--- src/sysctl_pkg.sv ---
`default_nettype none
package sysctl_pkg;

  // ------------------------------------------------------------------
  // register selectors (primary_register_selector values)
  // ------------------------------------------------------------------
  localparam logic [3:0] SEL_ID    = 4'h0;
  localparam logic [3:0] SEL_CTRL  = 4'h1;
  localparam logic [3:0] SEL_TTB   = 4'h2;
  localparam logic [3:0] SEL_DAC   = 4'h3;
  localparam logic [3:0] SEL_FSR   = 4'h5;
  localparam logic [3:0] SEL_FAR   = 4'h6;
  localparam logic [3:0] SEL_CACHE = 4'h7;
  localparam logic [3:0] SEL_TLB   = 4'h8;

  // ------------------------------------------------------------------
  // field layouts and reset values
  // ------------------------------------------------------------------
  localparam int          CTRL_W        = 13;
  localparam int          ICACHE_EN_BIT = 12;
  localparam logic [12:0] CTRL_RESET    = 13'h0000;
  localparam int          TTB_LSB       = 14;
  localparam int          TTB_W         = 18;
  localparam logic [17:0] TTB_RESET     = 18'h00000;
  localparam logic [31:0] DAC_RESET     = 32'h0000_0000;
  localparam int          FSR_W         = 8;
  localparam logic [7:0]  FSR_RESET     = 8'h00;
  localparam logic [31:0] FAR_RESET     = 32'h0000_0000;

  // ------------------------------------------------------------------
  // secondary_register_selector and function codes
  // ------------------------------------------------------------------
  localparam logic [3:0] SEC_UNIFIED = 4'h7;
  localparam logic [3:0] SEC_INSTR   = 4'h5;
  localparam logic [3:0] SEC_DATA    = 4'h6;
  localparam logic [3:0] SEC_CLEAN_U = 4'hb;
  localparam logic [3:0] SEC_CLEAN_D = 4'ha;
  localparam logic [3:0] SEC_CF_U    = 4'hf;
  localparam logic [3:0] SEC_CF_D    = 4'he;
  localparam logic [2:0] FN_ALL      = 3'h0;
  localparam logic [2:0] FN_ENTRY    = 3'h1;
  localparam logic [2:0] FN_AUX      = 3'h4;
  localparam logic [2:0] FN_BTC_ALL  = 3'h6;
  localparam logic [2:0] FN_BTC_ONE  = 3'h7;

  typedef enum logic [2:0] {
    OP_NONE        = 3'b000,
    OP_FLUSH       = 3'b001,
    OP_CLEAN       = 3'b010,
    OP_CLEAN_FLUSH = 3'b011,
    OP_PFB_FLUSH   = 3'b100,
    OP_WB_DRAIN    = 3'b101,
    OP_BTC_FLUSH   = 3'b110,
    OP_TLB_INVAL   = 3'b111
  } maint_op_t;

  typedef enum logic [1:0] {
    TGT_UNIFIED = 2'b00,
    TGT_INSTR   = 2'b01,
    TGT_DATA    = 2'b10,
    TGT_NONE    = 2'b11
  } maint_tgt_t;

  typedef struct packed {
    logic        write;
    logic [3:0]  primary;
    logic [3:0]  secondary;
    logic [2:0]  func;
    logic [31:0] wdata;
  } cp_req_t;

  typedef struct packed {
    maint_op_t   op;
    maint_tgt_t  target;
    logic        single;
    logic [31:0] addr;
  } maint_cmd_t;

  typedef struct packed {
    logic        data_side;
    logic [3:0]  domain;
    logic [3:0]  fault_type;
    logic [31:0] vaddr;
  } abort_info_t;

endpackage
`default_nettype wire

--- src/maint_decode.sv ---
`timescale 1ns/100ps
`default_nettype none
module maint_decode
  import sysctl_pkg::*;
#(
  parameter bit SPLIT_CACHE = 1'b1,
  parameter bit SPLIT_TLB   = 1'b1
) (
  input  wire logic        is_tlb_i,
  input  wire logic [3:0]  secondary_i,
  input  wire logic [2:0]  func_i,
  input  wire logic [31:0] wdata_i,
  output var  maint_cmd_t  cmd_o,
  output var  logic        legal_o
);

  // ------------------------------------------------------------------
  // field decode
  // ------------------------------------------------------------------
  wire logic fn_all   = (func_i == FN_ALL);
  wire logic fn_entry = (func_i == FN_ENTRY);
  wire logic fn_ae    = fn_all | fn_entry;
  wire logic sec_u    = (secondary_i == SEC_UNIFIED);
  wire logic sec_i    = (secondary_i == SEC_INSTR);
  wire logic sec_d    = (secondary_i == SEC_DATA);
  wire logic sec_uid  = sec_u | sec_i | sec_d;
  wire logic split    = is_tlb_i ? SPLIT_TLB : SPLIT_CACHE;

  // unified structures treat instruction/data forms as unified
  wire maint_tgt_t uid_tgt = (!split || sec_u) ? TGT_UNIFIED :
                             sec_i ? TGT_INSTR : TGT_DATA;
  wire maint_tgt_t ud_tgt  = (secondary_i[0] || !split) ?
                             TGT_UNIFIED : TGT_DATA;

  maint_op_t op;
  maint_tgt_t tgt;
  logic single;

  always_comb begin
    op     = OP_NONE;
    tgt    = TGT_NONE;
    single = fn_entry;
    if (is_tlb_i) begin
      if (sec_uid && fn_ae) begin
        op  = OP_TLB_INVAL;
        tgt = uid_tgt;
      end
    end else begin
      case (secondary_i)
        SEC_UNIFIED, SEC_DATA: begin
          if (fn_ae) begin
            op  = OP_FLUSH;
            tgt = uid_tgt;
          end
        end
        SEC_INSTR: begin
          if (fn_ae) begin
            op  = OP_FLUSH;
            tgt = uid_tgt;
          end else if (func_i == FN_AUX) begin
            op  = OP_PFB_FLUSH;
          end else if (func_i == FN_BTC_ALL) begin
            op  = OP_BTC_FLUSH;
          end else if (func_i == FN_BTC_ONE) begin
            op     = OP_BTC_FLUSH;
            single = 1'b1;
          end
        end
        SEC_CLEAN_U, SEC_CLEAN_D: begin
          if (fn_ae) begin
            op  = OP_CLEAN;
            tgt = ud_tgt;
          end else if (!secondary_i[0] && func_i == FN_AUX) begin
            op  = OP_WB_DRAIN;
          end
        end
        SEC_CF_U, SEC_CF_D: begin
          if (fn_ae) begin
            op  = OP_CLEAN_FLUSH;
            tgt = ud_tgt;
          end
        end
        default: begin
          op = OP_NONE;
        end
      endcase
    end
  end

  // entry ops carry the address; the cache may widen them
  assign cmd_o   = '{op: op, target: tgt, single: single,
                     addr: wdata_i};
  assign legal_o = (op != OP_NONE);

endmodule // maint_decode
`default_nettype wire

--- src/sysctl_regs.sv ---
`timescale 1ns/100ps
`default_nettype none
module sysctl_regs
  import sysctl_pkg::*;
#(
  parameter bit SPLIT_CACHE = 1'b1,
  parameter bit SPLIT_TLB   = 1'b1
) (
  input  wire logic        ref_clk_i,
  input  wire logic        rstn_i,
  input  wire logic        req_valid_i,
  input  wire cp_req_t     req_i,
  input  wire logic        user_mode_i,
  input  wire logic        abort_valid_i,
  input  wire abort_info_t abort_i,
  input  wire logic        maint_ack_i,
  output var  logic        req_ready_o,
  output var  logic        resp_valid_o,
  output var  logic        resp_undef_o,
  output var  logic [31:0] resp_rdata_o,
  output var  logic [31:0] ctrl_bits_o,
  output var  logic [17:0] ttb_o,
  output var  logic [31:0] domain_access_o,
  output var  logic        maint_req_o,
  output var  maint_cmd_t  maint_cmd_o
);

  // ------------------------------------------------------------------
  // state and storage
  // ------------------------------------------------------------------
  typedef enum logic [0:0] {
    ST_IDLE = 1'b0,
    ST_WAIT = 1'b1
  } seq_state_t;

  seq_state_t  state_ff;
  seq_state_t  nxt_state;
  logic        ready_ff;
  logic        resp_valid_ff;
  logic        resp_undef_ff;
  logic [31:0] rdata_ff;
  logic [12:0] ctrl_ff;
  logic [17:0] ttb_ff;
  logic [31:0] dac_ff;
  logic [7:0]  fsr_ff;
  logic [31:0] far_ff;
  logic        maint_req_ff;
  maint_cmd_t  maint_cmd_ff;
  maint_cmd_t  dec_cmd;
  logic        dec_legal;

  // ------------------------------------------------------------------
  // request decode
  // ------------------------------------------------------------------
  wire logic take     = req_valid_i & ready_ff;
  wire logic priv_ok  = take & ~user_mode_i;
  wire logic user_hit = take & user_mode_i;
  wire logic wr_ok    = priv_ok & req_i.write;
  wire logic rd_ok    = priv_ok & ~req_i.write;
  wire logic [3:0] sel = req_i.primary;

  wire logic wr_ctrl  = wr_ok & (sel == SEL_CTRL);
  wire logic wr_ttb   = wr_ok & (sel == SEL_TTB);
  wire logic wr_dac   = wr_ok & (sel == SEL_DAC);
  wire logic wr_fsr   = wr_ok & (sel == SEL_FSR);
  wire logic wr_far   = wr_ok & (sel == SEL_FAR);
  wire logic wr_maint = wr_ok & ((sel == SEL_CACHE) | (sel == SEL_TLB));
  wire logic start_mt = wr_maint & dec_legal;
  wire logic data_abt = abort_valid_i & abort_i.data_side;
  wire logic mt_done  = (state_ff == ST_WAIT) & maint_ack_i;

  // unknown codes finish at once without an operation
  maint_decode #(
    .SPLIT_CACHE (SPLIT_CACHE),
    .SPLIT_TLB   (SPLIT_TLB)
  ) u_decode (
    .is_tlb_i    (sel == SEL_TLB),
    .secondary_i (req_i.secondary),
    .func_i      (req_i.func),
    .wdata_i     (req_i.wdata),
    .cmd_o       (dec_cmd),
    .legal_o     (dec_legal)
  );

  // ------------------------------------------------------------------
  // next values
  // ------------------------------------------------------------------
  // unified cache keeps bit 12 at its reset value
  wire logic icache_nxt = SPLIT_CACHE ? req_i.wdata[ICACHE_EN_BIT] :
                          ctrl_ff[ICACHE_EN_BIT];
  wire logic [12:0] nxt_ctrl = {icache_nxt, req_i.wdata[11:0]};
  wire logic [17:0] nxt_ttb  = req_i.wdata[31:TTB_LSB];
  // a data abort in the same cycle as a restore wins: fresh state is kept
  wire logic [7:0] nxt_fsr = data_abt ?
                             {abort_i.domain, abort_i.fault_type} :
                             req_i.wdata[FSR_W-1:0];
  wire logic [31:0] nxt_far = data_abt ? abort_i.vaddr :
                              req_i.wdata;

  // undefined bits read zero; function and reserved registers read zero
  wire logic [31:0] rd_mux =
    (sel == SEL_CTRL) ? {19'h00000, ctrl_ff} :
    (sel == SEL_TTB)  ? {ttb_ff, 14'h0000} :
    (sel == SEL_DAC)  ? dac_ff :
    (sel == SEL_FSR)  ? {24'h000000, fsr_ff} :
    (sel == SEL_FAR)  ? far_ff :
                        32'h0000_0000;

  always_comb begin
    nxt_state = state_ff;
    case (state_ff)
      ST_IDLE: begin
        if (start_mt) begin
          nxt_state = ST_WAIT;
        end
      end
      ST_WAIT: begin
        if (maint_ack_i) begin
          nxt_state = ST_IDLE;
        end
      end
      default: begin
        nxt_state = ST_IDLE;
      end
    endcase
  end

  // ------------------------------------------------------------------
  // sequencing and answer
  // ------------------------------------------------------------------
  always_ff @(posedge ref_clk_i or negedge rstn_i) begin
    if (!rstn_i) begin
      state_ff      <= ST_IDLE;
      ready_ff      <= 1'b0;
      resp_valid_ff <= 1'b0;
      resp_undef_ff <= 1'b0;
      rdata_ff      <= 32'h0000_0000;
    end else begin
      state_ff      <= nxt_state;
      ready_ff      <= (nxt_state == ST_IDLE);
      resp_valid_ff <= (take & ~start_mt) | mt_done;
      resp_undef_ff <= user_hit;
      rdata_ff      <= rd_ok ? rd_mux : 32'h0000_0000;
    end
  end

  always_ff @(posedge ref_clk_i or negedge rstn_i) begin
    if (!rstn_i) begin
      maint_req_ff <= 1'b0;
      maint_cmd_ff <= '{op: OP_NONE, target: TGT_NONE, single: 1'b0,
                        addr: 32'h0000_0000};
    end else if (start_mt) begin
      maint_req_ff <= 1'b1;
      maint_cmd_ff <= dec_cmd;
    end else if (mt_done) begin
      maint_req_ff <= 1'b0;
    end
  end

  // ------------------------------------------------------------------
  // registers
  // ------------------------------------------------------------------
  always_ff @(posedge ref_clk_i or negedge rstn_i) begin
    if (!rstn_i) begin
      ctrl_ff <= CTRL_RESET;
      ttb_ff  <= TTB_RESET;
      dac_ff  <= DAC_RESET;
    end else begin
      if (wr_ctrl) begin
        ctrl_ff <= nxt_ctrl;
      end
      if (wr_ttb) begin
        ttb_ff <= nxt_ttb;
      end
      if (wr_dac) begin
        dac_ff <= req_i.wdata;
      end
    end
  end

  // prefetch aborts never reach these two registers
  always_ff @(posedge ref_clk_i or negedge rstn_i) begin
    if (!rstn_i) begin
      fsr_ff <= FSR_RESET;
      far_ff <= FAR_RESET;
    end else begin
      if (data_abt || wr_fsr) begin
        fsr_ff <= nxt_fsr;
      end
      if (data_abt || wr_far) begin
        far_ff <= nxt_far;
      end
    end
  end

  assign req_ready_o     = ready_ff;
  assign resp_valid_o    = resp_valid_ff;
  assign resp_undef_o    = resp_undef_ff;
  assign resp_rdata_o    = rdata_ff;
  assign ctrl_bits_o     = {19'h00000, ctrl_ff};
  assign ttb_o           = ttb_ff;
  assign domain_access_o = dac_ff;
  assign maint_req_o     = maint_req_ff;
  assign maint_cmd_o     = maint_cmd_ff;
endmodule // sysctl_regs
`default_nettype wire

--- config.mk ---
export PLATFORM = sky130hd
export DESIGN_NAME = sysctl_regs
export DESIGN_NICKNAME = d
export VERILOG_FILES = /design/src/sysctl_pkg.sv /design/src/maint_decode.sv /design/src/sysctl_regs.sv
export SDC_FILE = /design/constraint.sdc
export NUM_CORES = 1
export LEC_CHECK = 0
export ABC_AREA = 1
export BUFFER_PORTS_ARGS = -buffer_cell sky130_fd_sc_hd__buf_2
export CAP_MARGIN = 20
export CORE_MARGIN = 2
export CORE_UTILIZATION = 45
export DETAILED_ROUTE_END_ITERATION = 10
export GPL_TIMING_DRIVEN = 0
export PLACE_DENSITY = 0.83
export SLEW_MARGIN = 10
export SYNTH_ARGS = -nofsm -noshare
export SYNTH_HDL_FRONTEND = slang
export SYNTH_SLANG_ARGS = --single-unit
--- constraint.sdc ---
create_clock -name ref_clk_i -period 1.35 [get_ports ref_clk_i]
set_input_delay 0.3375 -clock ref_clk_i [delete_from_list [all_inputs] [get_ports ref_clk_i]]
set_output_delay 0.3375 -clock ref_clk_i [all_outputs]
set_load 0.01 [all_outputs]
==> results of run 1 <==
path summary, 6_finish.rpt:
path / startpoint / endpoint / slack (ns) / cells after the start
min reg2reg: maint_cmd_o[5] / maint_cmd_o[5] / 0.47 / 2
max: req_ready_o / resp_rdata_o[24] / -0.22 / 8
min: rstn_i / maint_cmd_o[1] / -0.12 / 1
max in group asynchronous: rstn_i / domain_access_o[0] / 0.56 / 2
max reg2reg: req_ready_o / resp_rdata_o[24] / -0.22 / 8
min in group ref_clk_i: req_i[24] / maint_cmd_o[24] / 0.14 / 3
cells in the mapped netlist, types with 4 or more instances:
cell and n:
a31oi_1 8, nand2_1 325, nand2_2 5, o21ai_1 11
inv_1 92, buf_2 13, nor2_1 27, buf_6 4
a21oi_1 18, dfrtp_1 176, o211ai_1 46, inv_2 6
buf_4 27, clkbuf_1 19, o311ai_0 5, o21ai_0 79
nand3_1 54
cells by family (layout without fill, tap and decap cells):
kind of cell / after synthesis / in the layout / share of synthesized area
AND/OR/NAND/NOR: 421 / 422 / 0.2153
flip-flops: 178 / 178 / 0.5573
AO/OA/AOI/OAI: 173 / 173 / 0.1300
buffers and inverters: 167 / 506 / 0.09699
other: 1 / 21 / 0.0004689
state kept, by name, indices dropped and copies added, names as in the netlist, 8 cells and up:
name	flops
far_ff	32
fsr_ff	8
ttb_o	18
ctrl_ff	13
resp_rdata_o	32
domain_access_o	32
maint_cmd_o	38
cells in the final DEF (no fill, tap or decap), types with 2 or more instances in the layout:
cell type   Yosys  layout
a21oi_1        18      15
a21oi_2         1       3
a31oi_1         8       8
buf_12          0       5
buf_16          0       3
buf_2          13     220
buf_4          27      70
buf_6           4      29
buf_8           0      21
clkbuf_1       19       5
clkbuf_16       0      28
clkbuf_2        1       3
clkbuf_4        0       5
clkinv_2        0       6
clkinv_4        0       7
clkinvlp_4      0       2
conb_1          1      19
dfrtp_1       176     176
dfstp_2         2       2
diode_2         0       2
inv_1          92      82
inv_2           6      12
inv_8           0       2
nand2_1       325     269
nand2_2         5      44
nand2_4         0      15
nand2_8         0       3
nand3_1        54      38
nand3_2         2      17
nor2_1         27      21
nor2_2          2       5
nor2_4          2       5
o211ai_1       46      46
o21ai_0        79       8
o21ai_1        11      64
o21ai_2         1      19
o311ai_1        2       2
o311ai_2        0       5
through the flow:
step                cells  total power [mW]
finish               1525             13.28
global route         1524             13.69
floorplan             958             7.021
detailed placement   1411             7.933
CTS                  1464             12.74
global placement     1410             7.860
metal layers:
layer / vias up / part of all wire
met5: - / 0.00090
met4: 4 / 0.057
met3: 150 / 0.11
met2: 650 / 0.47
met1: 3967 / 0.36
li1: 3695 / -
worst reg2reg max path: stages, from the launching register on:
cell and delay (ns):
dfrtp_1 0.37, nand2_2 0.08, buf_6 0.13, nor3_4 0.20, clkinv_2 0.12, nor2_4 0.26
clkbuf_16 0.23, nand2_2 0.06, inv_2 0.06
what timing repair did:
action                                  4_1_cts  5_1_grt
endpoints found under the hold margin        79       79
cloned                                        5       12
pin swaps                                    19       15
setup buffers                                16       50
resized for setup                            82      221
endpoints found under the setup margin      178      214
layout make-up:
type	count	area, um2
Sequential cell	178	4457
Clock buffer	17	425.4
Buffer	65	643.1
Fill cell	1186	5473
Timing Repair Buffer	308	2168
Clock inverter	15	137.6
Tap cell	225	281.5
Multi-Input combinational cell	614	3343
Antenna cell	2	5.005
Inverter	101	422.9
where the power goes:
part           internal (mW)  leakage, nW  switching [mW]  total (mW)
sequential              5.79         2.35           0.318        6.10
combinational          0.968         3.90            1.38        2.34
clock                   2.56        0.275            2.28        4.83
total                   9.31         6.53            3.97        13.3
==> impl_metrics.csv, run 1 <==
group,metric,value,unit
final_layout,finalNetCount,1376,
global_route,overflow,0,
die,die_h,137.3,um
die,ioPinCount,247,
power_and_ir_drop,p_per_area,1118,nW/um2
outcome,outcome,"finished, violations left",
flow_run,cap_violations,0,
global_route,grtUsageMet3,0.05887,
worst_setup_path,critical-path-top-delay-family,"simple AND/OR/NAND/NOR gates",
timing,slew_headroom,0.5682,
hold_path,min_path_type,"in -> async",
timing,fin_skew,0.01078,ns
yosys,synth_warnings,0,
global_route,met1_usage,0.3751,
worst_setup_path,crit_path_top_delay_cell,"dfrtp_1",
detailed_routing,drc,0,
worst_setup_path,cp-start-kind,"register",
cts,h-tree-depth,4,
worst_setup_path,critical_path_required,1.74,ns
yosys,synth_area_leaders,"dfrtp_1, nand2_1, o21ai_0",
outcome,violations,"hold timing, setup timing",
global_route,groute.usage.overall,0.2801,
cts,ctsLongestPathBuffers,2,
timing,finalSetupViolations,174,
yosys,yosysTopAreaCell,"dfrtp_1",
worst_setup_path,path_buf_inv,4,
cts,clock_latency,0.45,ns
power_and_ir_drop,vdd_drop_max,1002,uV
worst_setup_path,worst_setup_path_end_kind,"register",
cts,path_clk_slew,0.07,ns
die,core,17360,um2
timing,final.period_utilization,1.165,
timing,max_clock_freq,0.6359,GHz
final_layout,design_area,11880,um2
cts,cts_num_sinks,178,
worst_setup_path,critPathKind,"reg -> reg",
final_layout,fin_util,0.6847,
timing,final_max_slew_viol_count,0,
placed_design,gp_congestion,0.9400,
detailed_routing,ant_nets,0,
die,start_util,0.4608,
final_layout,area_growth,48.59,%
worst_setup_path,cpPeakStageDelay,0.37,ns
yosys,synth_area,7998,um2
yosys,ys_seq_area_frac,0.5573,
worst_setup_path,crit_chain,"nand2_2 -> buf_6 -> nor3_4 -> clkinv_2 -> nor2_4 -> clkbuf_16 -> nand2_2 -> inv_2",
die,rows,48,
global_route,grt_max_degree,98,
worst_setup_path,cpMostUsedCell,"nand2_2",
timing,hold_viol,79,
placed_design,detailed_place_hpwl,18560,um
detailed_routing,drtIter0Drc,928,
worst_setup_path,crit_fanout,5,
timing,rsz0062_at_grt,"yes",
global_route,antenna_found_initial,3,
detailed_routing,vias,8466,
cts,cts_tree,"done",
yosys,synth_ff_type,"dfrtp_1",
cts,clockRootBuffer,"clkbuf_16",
timing,min_period,1.572,ns
detailed_routing,wire_per_inst,19.70,um
final_layout,drive_gt1_frac,0.4176,
die,die_w,137.3,um
yosys,synthesis.instances,940,
placed_design,dpl-instance-area,9683,um2
global_route,grt_pass1_vias,7359,
global_route,grt_pass1_wl,39750,um
timing,worst_slack,-0.2225,ns
yosys,avgSynthCellArea,8.508,um2
global_route,top_usage_layer,"met2",
worst_setup_path,cp.arrival,1.96,ns
detailed_routing,totalWireLength,30040,um
yosys,async_flop_share,1.000,
timing,whs,-0.1238,ns
cts,cts_buffers,17,
yosys,synth-seq-cells,178,
yosys,synth_top_area_share,0.5507,
detailed_routing,via_per_inst,5.551,
global_route,use_met2,0.4375,
yosys,ys_types,34,
yosys,synth_edf_count,0,
timing,tightest_slew,0.6477,ns
placed_design,io_buffers,227,
timing,final.setup.tns,-15.41,ns
placed_design,place_ws,-0.6865,ns
detailed_routing,drtPass1Iterations,5,
die,dieArea,18860,um2
power_and_ir_drop,p_leak,6.529,nW
Note: power is estimated with default switching activity, not from simulation.
==> run 2: changes to the inputs <==
==> constraint.sdc (replaced) <==
create_clock -name ref_clk_i -period 1.35 [get_ports ref_clk_i]
set_input_delay 0.135 -clock ref_clk_i [delete_from_list [all_inputs] [get_ports ref_clk_i]]
set_output_delay 0.135 -clock ref_clk_i [all_outputs]
set_load 0.01 [all_outputs]
==> run 2 against run 1 <==
The flow finishes with violations (setup timing). Flip-flop and latch count is the same. Total power shrank 2.6%. Critical path depth unchanged. First-iteration DRC count shrank 47%. Cell area fell by 3.8%. Largest power group unchanged.
==> impl_metrics.csv, run 2 (synthesis results as in run 1) <==
group,metric,value,unit
timing,final.period_utilization,1.129,
placed_design,place_ws,-0.5450,ns
worst_setup_path,cp-start-kind,"register",
detailed_routing,via_per_inst,5.220,
placed_design,io_buffers,227,
outcome,outcome,"finished, violations left",
final_layout,area_growth,42.88,%
power_and_ir_drop,power_frac_clock,0.371,
cts,cts_buffers,17,
timing,min_period,1.524,ns
die,start_util,0.4608,
timing,fin_skew,0.01016,ns
worst_setup_path,worst_setup_path_end_kind,"register",
final_layout,finalNetCount,1385,
outcome,violations,"setup timing",
detailed_routing,totalWireLength,26880,um
timing,rsz0062_at_grt,"yes",
cts,cts_tree,"done",
detailed_routing,drtIter0Drc,493,
worst_setup_path,crit_chain,"nand2_2 -> buf_4 -> nor3_4 -> clkinv_2 -> nor2_4 -> buf_6 -> nand2_1 -> inv_1",
detailed_routing,wire_per_inst,17.55,um
cts,path_clk_slew,0.07,ns
placed_design,dp_cells,1411,
worst_setup_path,crit_path_top_delay_cell,"dfrtp_1",
global_route,grt_pass1_vias,7678,
power_and_ir_drop,p_leak,6.316,nW
power_and_ir_drop,switching_share,0.2808,
final_layout,fin_util,0.6584,
power_and_ir_drop,p_int,9.301,mW
die,die_h,137.3,um
cts,clock_latency,0.43,ns
die,die_w,137.3,um
worst_setup_path,cp.arrival,1.89,ns
detailed_routing,ant_nets,0,
power_and_ir_drop,finalPower,12.93,mW
timing,worst_slack,-0.1739,ns
power_and_ir_drop,p_switching,3.631,mW
die,rows,48,
die,dieArea,18860,um2
die,ioPinCount,247,
worst_setup_path,critical_path_required,1.71,ns
global_route,grt_max_degree,112,
global_route,antenna_found_initial,1,
worst_setup_path,crit_fanout,5,
die,core,17360,um2
global_route,groute.usage.overall,0.2824,
cts,cts_num_sinks,178,
global_route,grt_pass1_wl,39950,um
timing,hold_viol,0,
cts,h-tree-depth,4,
placed_design,gp_congestion,0.8627,
timing,final_max_slew_viol_count,0,
cts,ctsLongestPathBuffers,2,
placed_design,detailed_place_hpwl,17800,um
worst_setup_path,critPathKind,"reg -> reg",
flow_run,cap_violations,0,
global_route,overflow,0,
timing,max_clock_freq,0.6562,GHz
final_layout,final_common_cell,"nand2_1",
power_and_ir_drop,combPwrFrac,0.159,
cts,clockRootBuffer,"clkbuf_16",
final_layout,fin_cells,1532,
power_and_ir_drop,p_per_area,1132,nW/um2
worst_setup_path,cpPeakStageDelay,0.38,ns
detailed_routing,drtPass1Iterations,5,
final_layout,largest_reg_flops,38,
timing,slew_headroom,0.5409,
power_and_ir_drop,vdd_drop_max,1026,uV
final_layout,final_cell_mix,"nand2_1, buf_2, dfrtp_1",
hold_path,min_path_type,"in -> reg",
power_and_ir_drop,pwr-share-seq,0.470,
detailed_routing,vias,7997,
timing,tightest_slew,0.6886,ns
timing,finalSetupViolations,158,
final_layout,drive_gt1_frac,0.3149,
detailed_routing,drc,0,
[run 2: changes by cell type in the layout (fill, tap and decap cells not counted), sizes merged]
cell	previous run	this run
dlygate4sd3	0	70
clkbuf	42	38
nand2	331	330
buf	348	294
inv	98	101
clkinv	15	8
[run 2: through the flow]
stage / hold WS (ns) / TNS, ns / area [um2]
after detailed placement: 0.1218 / -62.26 / 9574
final: 0.02553 / -18.07 / 11430
after CTS: 0.0001380 / -16.74 / 11200
after global placement: 0.3699 / -516.17 / 9537
after floorplan: -0.1606 / -0.9596 / 8119
after global routing: 0.01016 / -30.12 / 11420
[run 2: area by class of cell]
class                   instances  area (um2)
diodes                          2       5.005
well taps                     225       281.5
inverters                     101       381.6
repair buffers                317        2087
multi-input cells             613        3062
clock inverters                11       106.4
plain buffers                  66       594.3
clock buffers                  19       452.9
fillers                      1373        5929
flip-flops and latches        178        4457
[run 2: power groups by stage]
stage	registers [mW]	logic, mW	clock network (mW)
floorplan	6.25	0.749	0
global placement	6.13	1.66	0
detailed placement	6.16	1.72	0
global route	6.13	2.25	5.02
CTS	6.06	1.98	4.83
finish	6.08	2.06	4.79
[run 2: path summary, 6_finish.rpt]
check / startpoint / to / slack (ns) / cells past startpoint
max: req_ready_o / resp_rdata_o[21] / -0.17 / 8
min: abort_i[22] / far_ff[22] / 0.03 / 3
max reg2reg: req_ready_o / resp_rdata_o[21] / -0.17 / 8
min reg2reg: maint_cmd_o[34] / maint_cmd_o[34] / 0.46 / 2
max in group asynchronous: rstn_i / far_ff[30] / 0.16 / 3
min in group asynchronous: rstn_i / maint_cmd_o[4] / 0.23 / 2
[run 2: timing repair]
item	in CTS	in global routing
hold buffers	70	0
setup buffers	13	3
setup endpoints to repair	169	175
gates cloned	2	2
endpoints found under the hold margin	146	0
resized for setup	98	44
pin swaps	8	10
[run 2: critical path: cells and delay by family (launching register included)]
| family | cells | cell delay (ns) |
|---|---|---|
| AND/OR/NAND/NOR | 4 | 0.56 |
| buffers and inverters | 4 | 0.54 |
| flip-flops | 1 | 0.38 |
[run 2: layer usage]
metal,global-route usage,share of wire,up-vias
li1,-,-,3700
met1,0.3475,0.39,3862
met2,0.4812,0.50,380
met3,0.04709,0.076,55
met4,0.1392,0.027,0
met5,0,0,-
==> run 3: changes to the inputs <==
--- a/config.mk
+++ b/config.mk
@@ -9,10 +9,10 @@
 export BUFFER_PORTS_ARGS = -buffer_cell sky130_fd_sc_hd__buf_2
 export CAP_MARGIN = 20
 export CORE_MARGIN = 2
-export CORE_UTILIZATION = 45
+export CORE_UTILIZATION = 47
 export DETAILED_ROUTE_END_ITERATION = 10
 export GPL_TIMING_DRIVEN = 0
-export PLACE_DENSITY = 0.83
+export PLACE_DENSITY = 0.86
 export SLEW_MARGIN = 10
 export SYNTH_ARGS = -nofsm -noshare
 export SYNTH_HDL_FRONTEND = slang
==> run 3 against run 2 <==
The run still ends with setup timing left. Core utilization rose by 8.6 points. Total power rose by 3.4%. Final cell count rose by 0.72%. Global-route usage rose by 0.81 points. Hold slack got worse by 0.012 ns. Die area fell by 4.1%. Largest cell class unchanged.
==> impl_metrics.csv, run 3 (synthesis results as in run 1) <==
group,metric,value,unit
outcome,outcome,"finished, violations left",
outcome,violations,"setup timing",
cts,cts_tree,"done",
timing,fin_skew,0.009131,ns
final_layout,finalNetCount,1401,
power_and_ir_drop,p_leak,6.602,nW
die,die_w,134.4,um
timing,min_period,1.568,ns
power_and_ir_drop,vdd_drop_max,965.3,uV
power_and_ir_drop,finalPower,13.37,mW
final_layout,n_antenna_cell,0,
worst_setup_path,critical_path_required,1.69,ns
worst_setup_path,setup.worst_path.end,"far_ff[25]",
timing,slew_headroom,0.5437,
placed_design,detailed_place_hpwl,17310,um
die,die_h,134.4,um
timing,tightest_slew,0.6845,ns
flow_run,cap_violations,0,
hold_path,hold_start,"abort_i[8]",
detailed_routing,ant_nets,0,
cts,cts_buffers,17,
worst_setup_path,rr_worst_depth,9,
global_route,grt_pass1_vias,7887,
cts,cts_num_sinks,178,
worst_setup_path,cp-startpoint,"req_ready_o",
die,dieArea,18080,um2
timing,rsz0062_at_grt,"yes",
worst_setup_path,worstReg2RegStart,"req_ready_o",
worst_setup_path,rrSetupSlack,-0.22,ns
timing,finalSetupViolations,114,
worst_setup_path,cp-start-kind,"register",
detailed_routing,wire_per_inst,18.93,um
cts,clock_latency,0.43,ns
cts,ctsLongestPathBuffers,2,
final_layout,multi_input_area,3471,um2
final_layout,largest_reg_flops,38,
global_route,grt_pass1_wl,40270,um
final_layout,fin_util,0.7440,
global_route,overflow,0,
final_layout,final_cell_mix,"nand2_1, buf_2, dfrtp_1",
die,start_util,0.4823,
final_layout,final_common_cell,"nand2_1",
placed_design,gp_congestion,0.8837,
cts,clockRootBuffer,"clkbuf_16",
timing,hold_viol,0,
cts,path_clk_slew,0.07,ns
timing,final_max_slew_viol_count,0,
final_layout,n_fill_cell,1088,
placed_design,io_buffers,227,
detailed_routing,vias,8377,
die,core,16580,um2
power_and_ir_drop,p_per_area,1084,nW/um2
timing,worst_slack,-0.2184,ns
detailed_routing,drtPass1Iterations,5,
placed_design,place_ws,-0.5559,ns
final_layout,drive_gt1_frac,0.3968,
detailed_routing,drtIter0Drc,721,
timing,max_clock_freq,0.6376,GHz
die,rows,47,
detailed_routing,drc,0,
detailed_routing,totalWireLength,29210,um
global_route,groute.usage.overall,0.2905,
worst_setup_path,worst_setup_path_end_kind,"register",
cts,h-tree-depth,4,
worst_setup_path,critPathKind,"reg -> reg",
final_layout,area_growth,54.27,%
die,ioPinCount,247,
global_route,antenna_found_initial,0,
timing,final.period_utilization,1.162,
worst_setup_path,crit_fanout,10,
detailed_routing,via_per_inst,5.429,
global_route,grt_max_degree,106,
worst_setup_path,cp.arrival,1.91,ns
final_layout,regArea,4457,um2
worst_setup_path,rr_endpoint,"far_ff[25]",
hold_path,min_path_type,"in -> reg",
[run 3: worst max-delay path, stage by stage, from the launching register on]
cell,delay (ns)
dfrtp_1,0.37
nand2_2,0.08
inv_2,0.08
nand3_4,0.09
buf_8,0.15
o21ai_4,0.13
buf_12,0.18
buf_12,0.15
o211ai_1,0.12
o21ai_1,0.14
[run 3: metrics by stage]
| step | TNS [ns] | cell area, um2 | hold WS, ns | cells |
|---|---|---|---|---|
| floorplan | -0.9596 | 8119 | -0.1606 | 958 |
| global placement | -517.77 | 9530 | 0.3737 | 1405 |
| detailed placement | -63.66 | 9568 | 0.1378 | 1406 |
| CTS | -11.78 | 11280 | 0.002801 | 1515 |
| global route | -20.78 | 12340 | 0.01206 | 1543 |
| finish | -13.74 | 12340 | 0.01359 | 1543 |
[run 3: power breakdown]
group | leakage (nW) | internal, mW | switching (mW)
clock | 0.289 | 2.85 | 2.14
sequential | 2.35 | 5.79 | 0.343
combinational | 3.96 | 0.981 | 1.28
total | 6.60 | 9.61 | 3.76
[run 3: worst min-delay path by stage]
stage | end | slack (ns) | cells past startpoint
finish | far_ff[8] | 0.01 | 3
detailed placement | resp_rdata_o[26] | 0.14 | 1
global route | maint_cmd_o[0] | 0.01 | 3
CTS | maint_cmd_o[22] | 0.003 | 3
floorplan | ctrl_ff[0] | -0.16 | 0
global placement | fsr_ff[6] | 0.37 | 3
[run 3: cell type report]
cell class                      instances  share of cell area
Tap cell                              220             0.02231
Buffer                                 66             0.05841
Multi-Input combinational cell        615              0.2813
Timing Repair Buffer                  331              0.1959
Sequential cell                       178              0.3612
Inverter                              101             0.03306
Clock buffer                           21             0.03732
Clock inverter                         11             0.01045
[run 3: repair_timing]
item                                   4_1_cts  5_1_grt
hold buffers                                62        1
setup endpoints to repair                  168      173
buffers inserted                            10       14
endpoints found under the hold margin      142        1
gates resized for setup                    107      234
pin swaps                                    6       32
gates cloned                                 5       14
[run 3: routing by layer]
| layer | part of all wire | wire [um] | track usage |
|---|---|---|---|
| met1 | 0.37 | 10950 | 0.3661 |
| met2 | 0.49 | 14400 | 0.4838 |
| met3 | 0.089 | 2589 | 0.05593 |
| met5 | 0 | 0 | 0 |
| met4 | 0.044 | 1273 | 0.1374 |
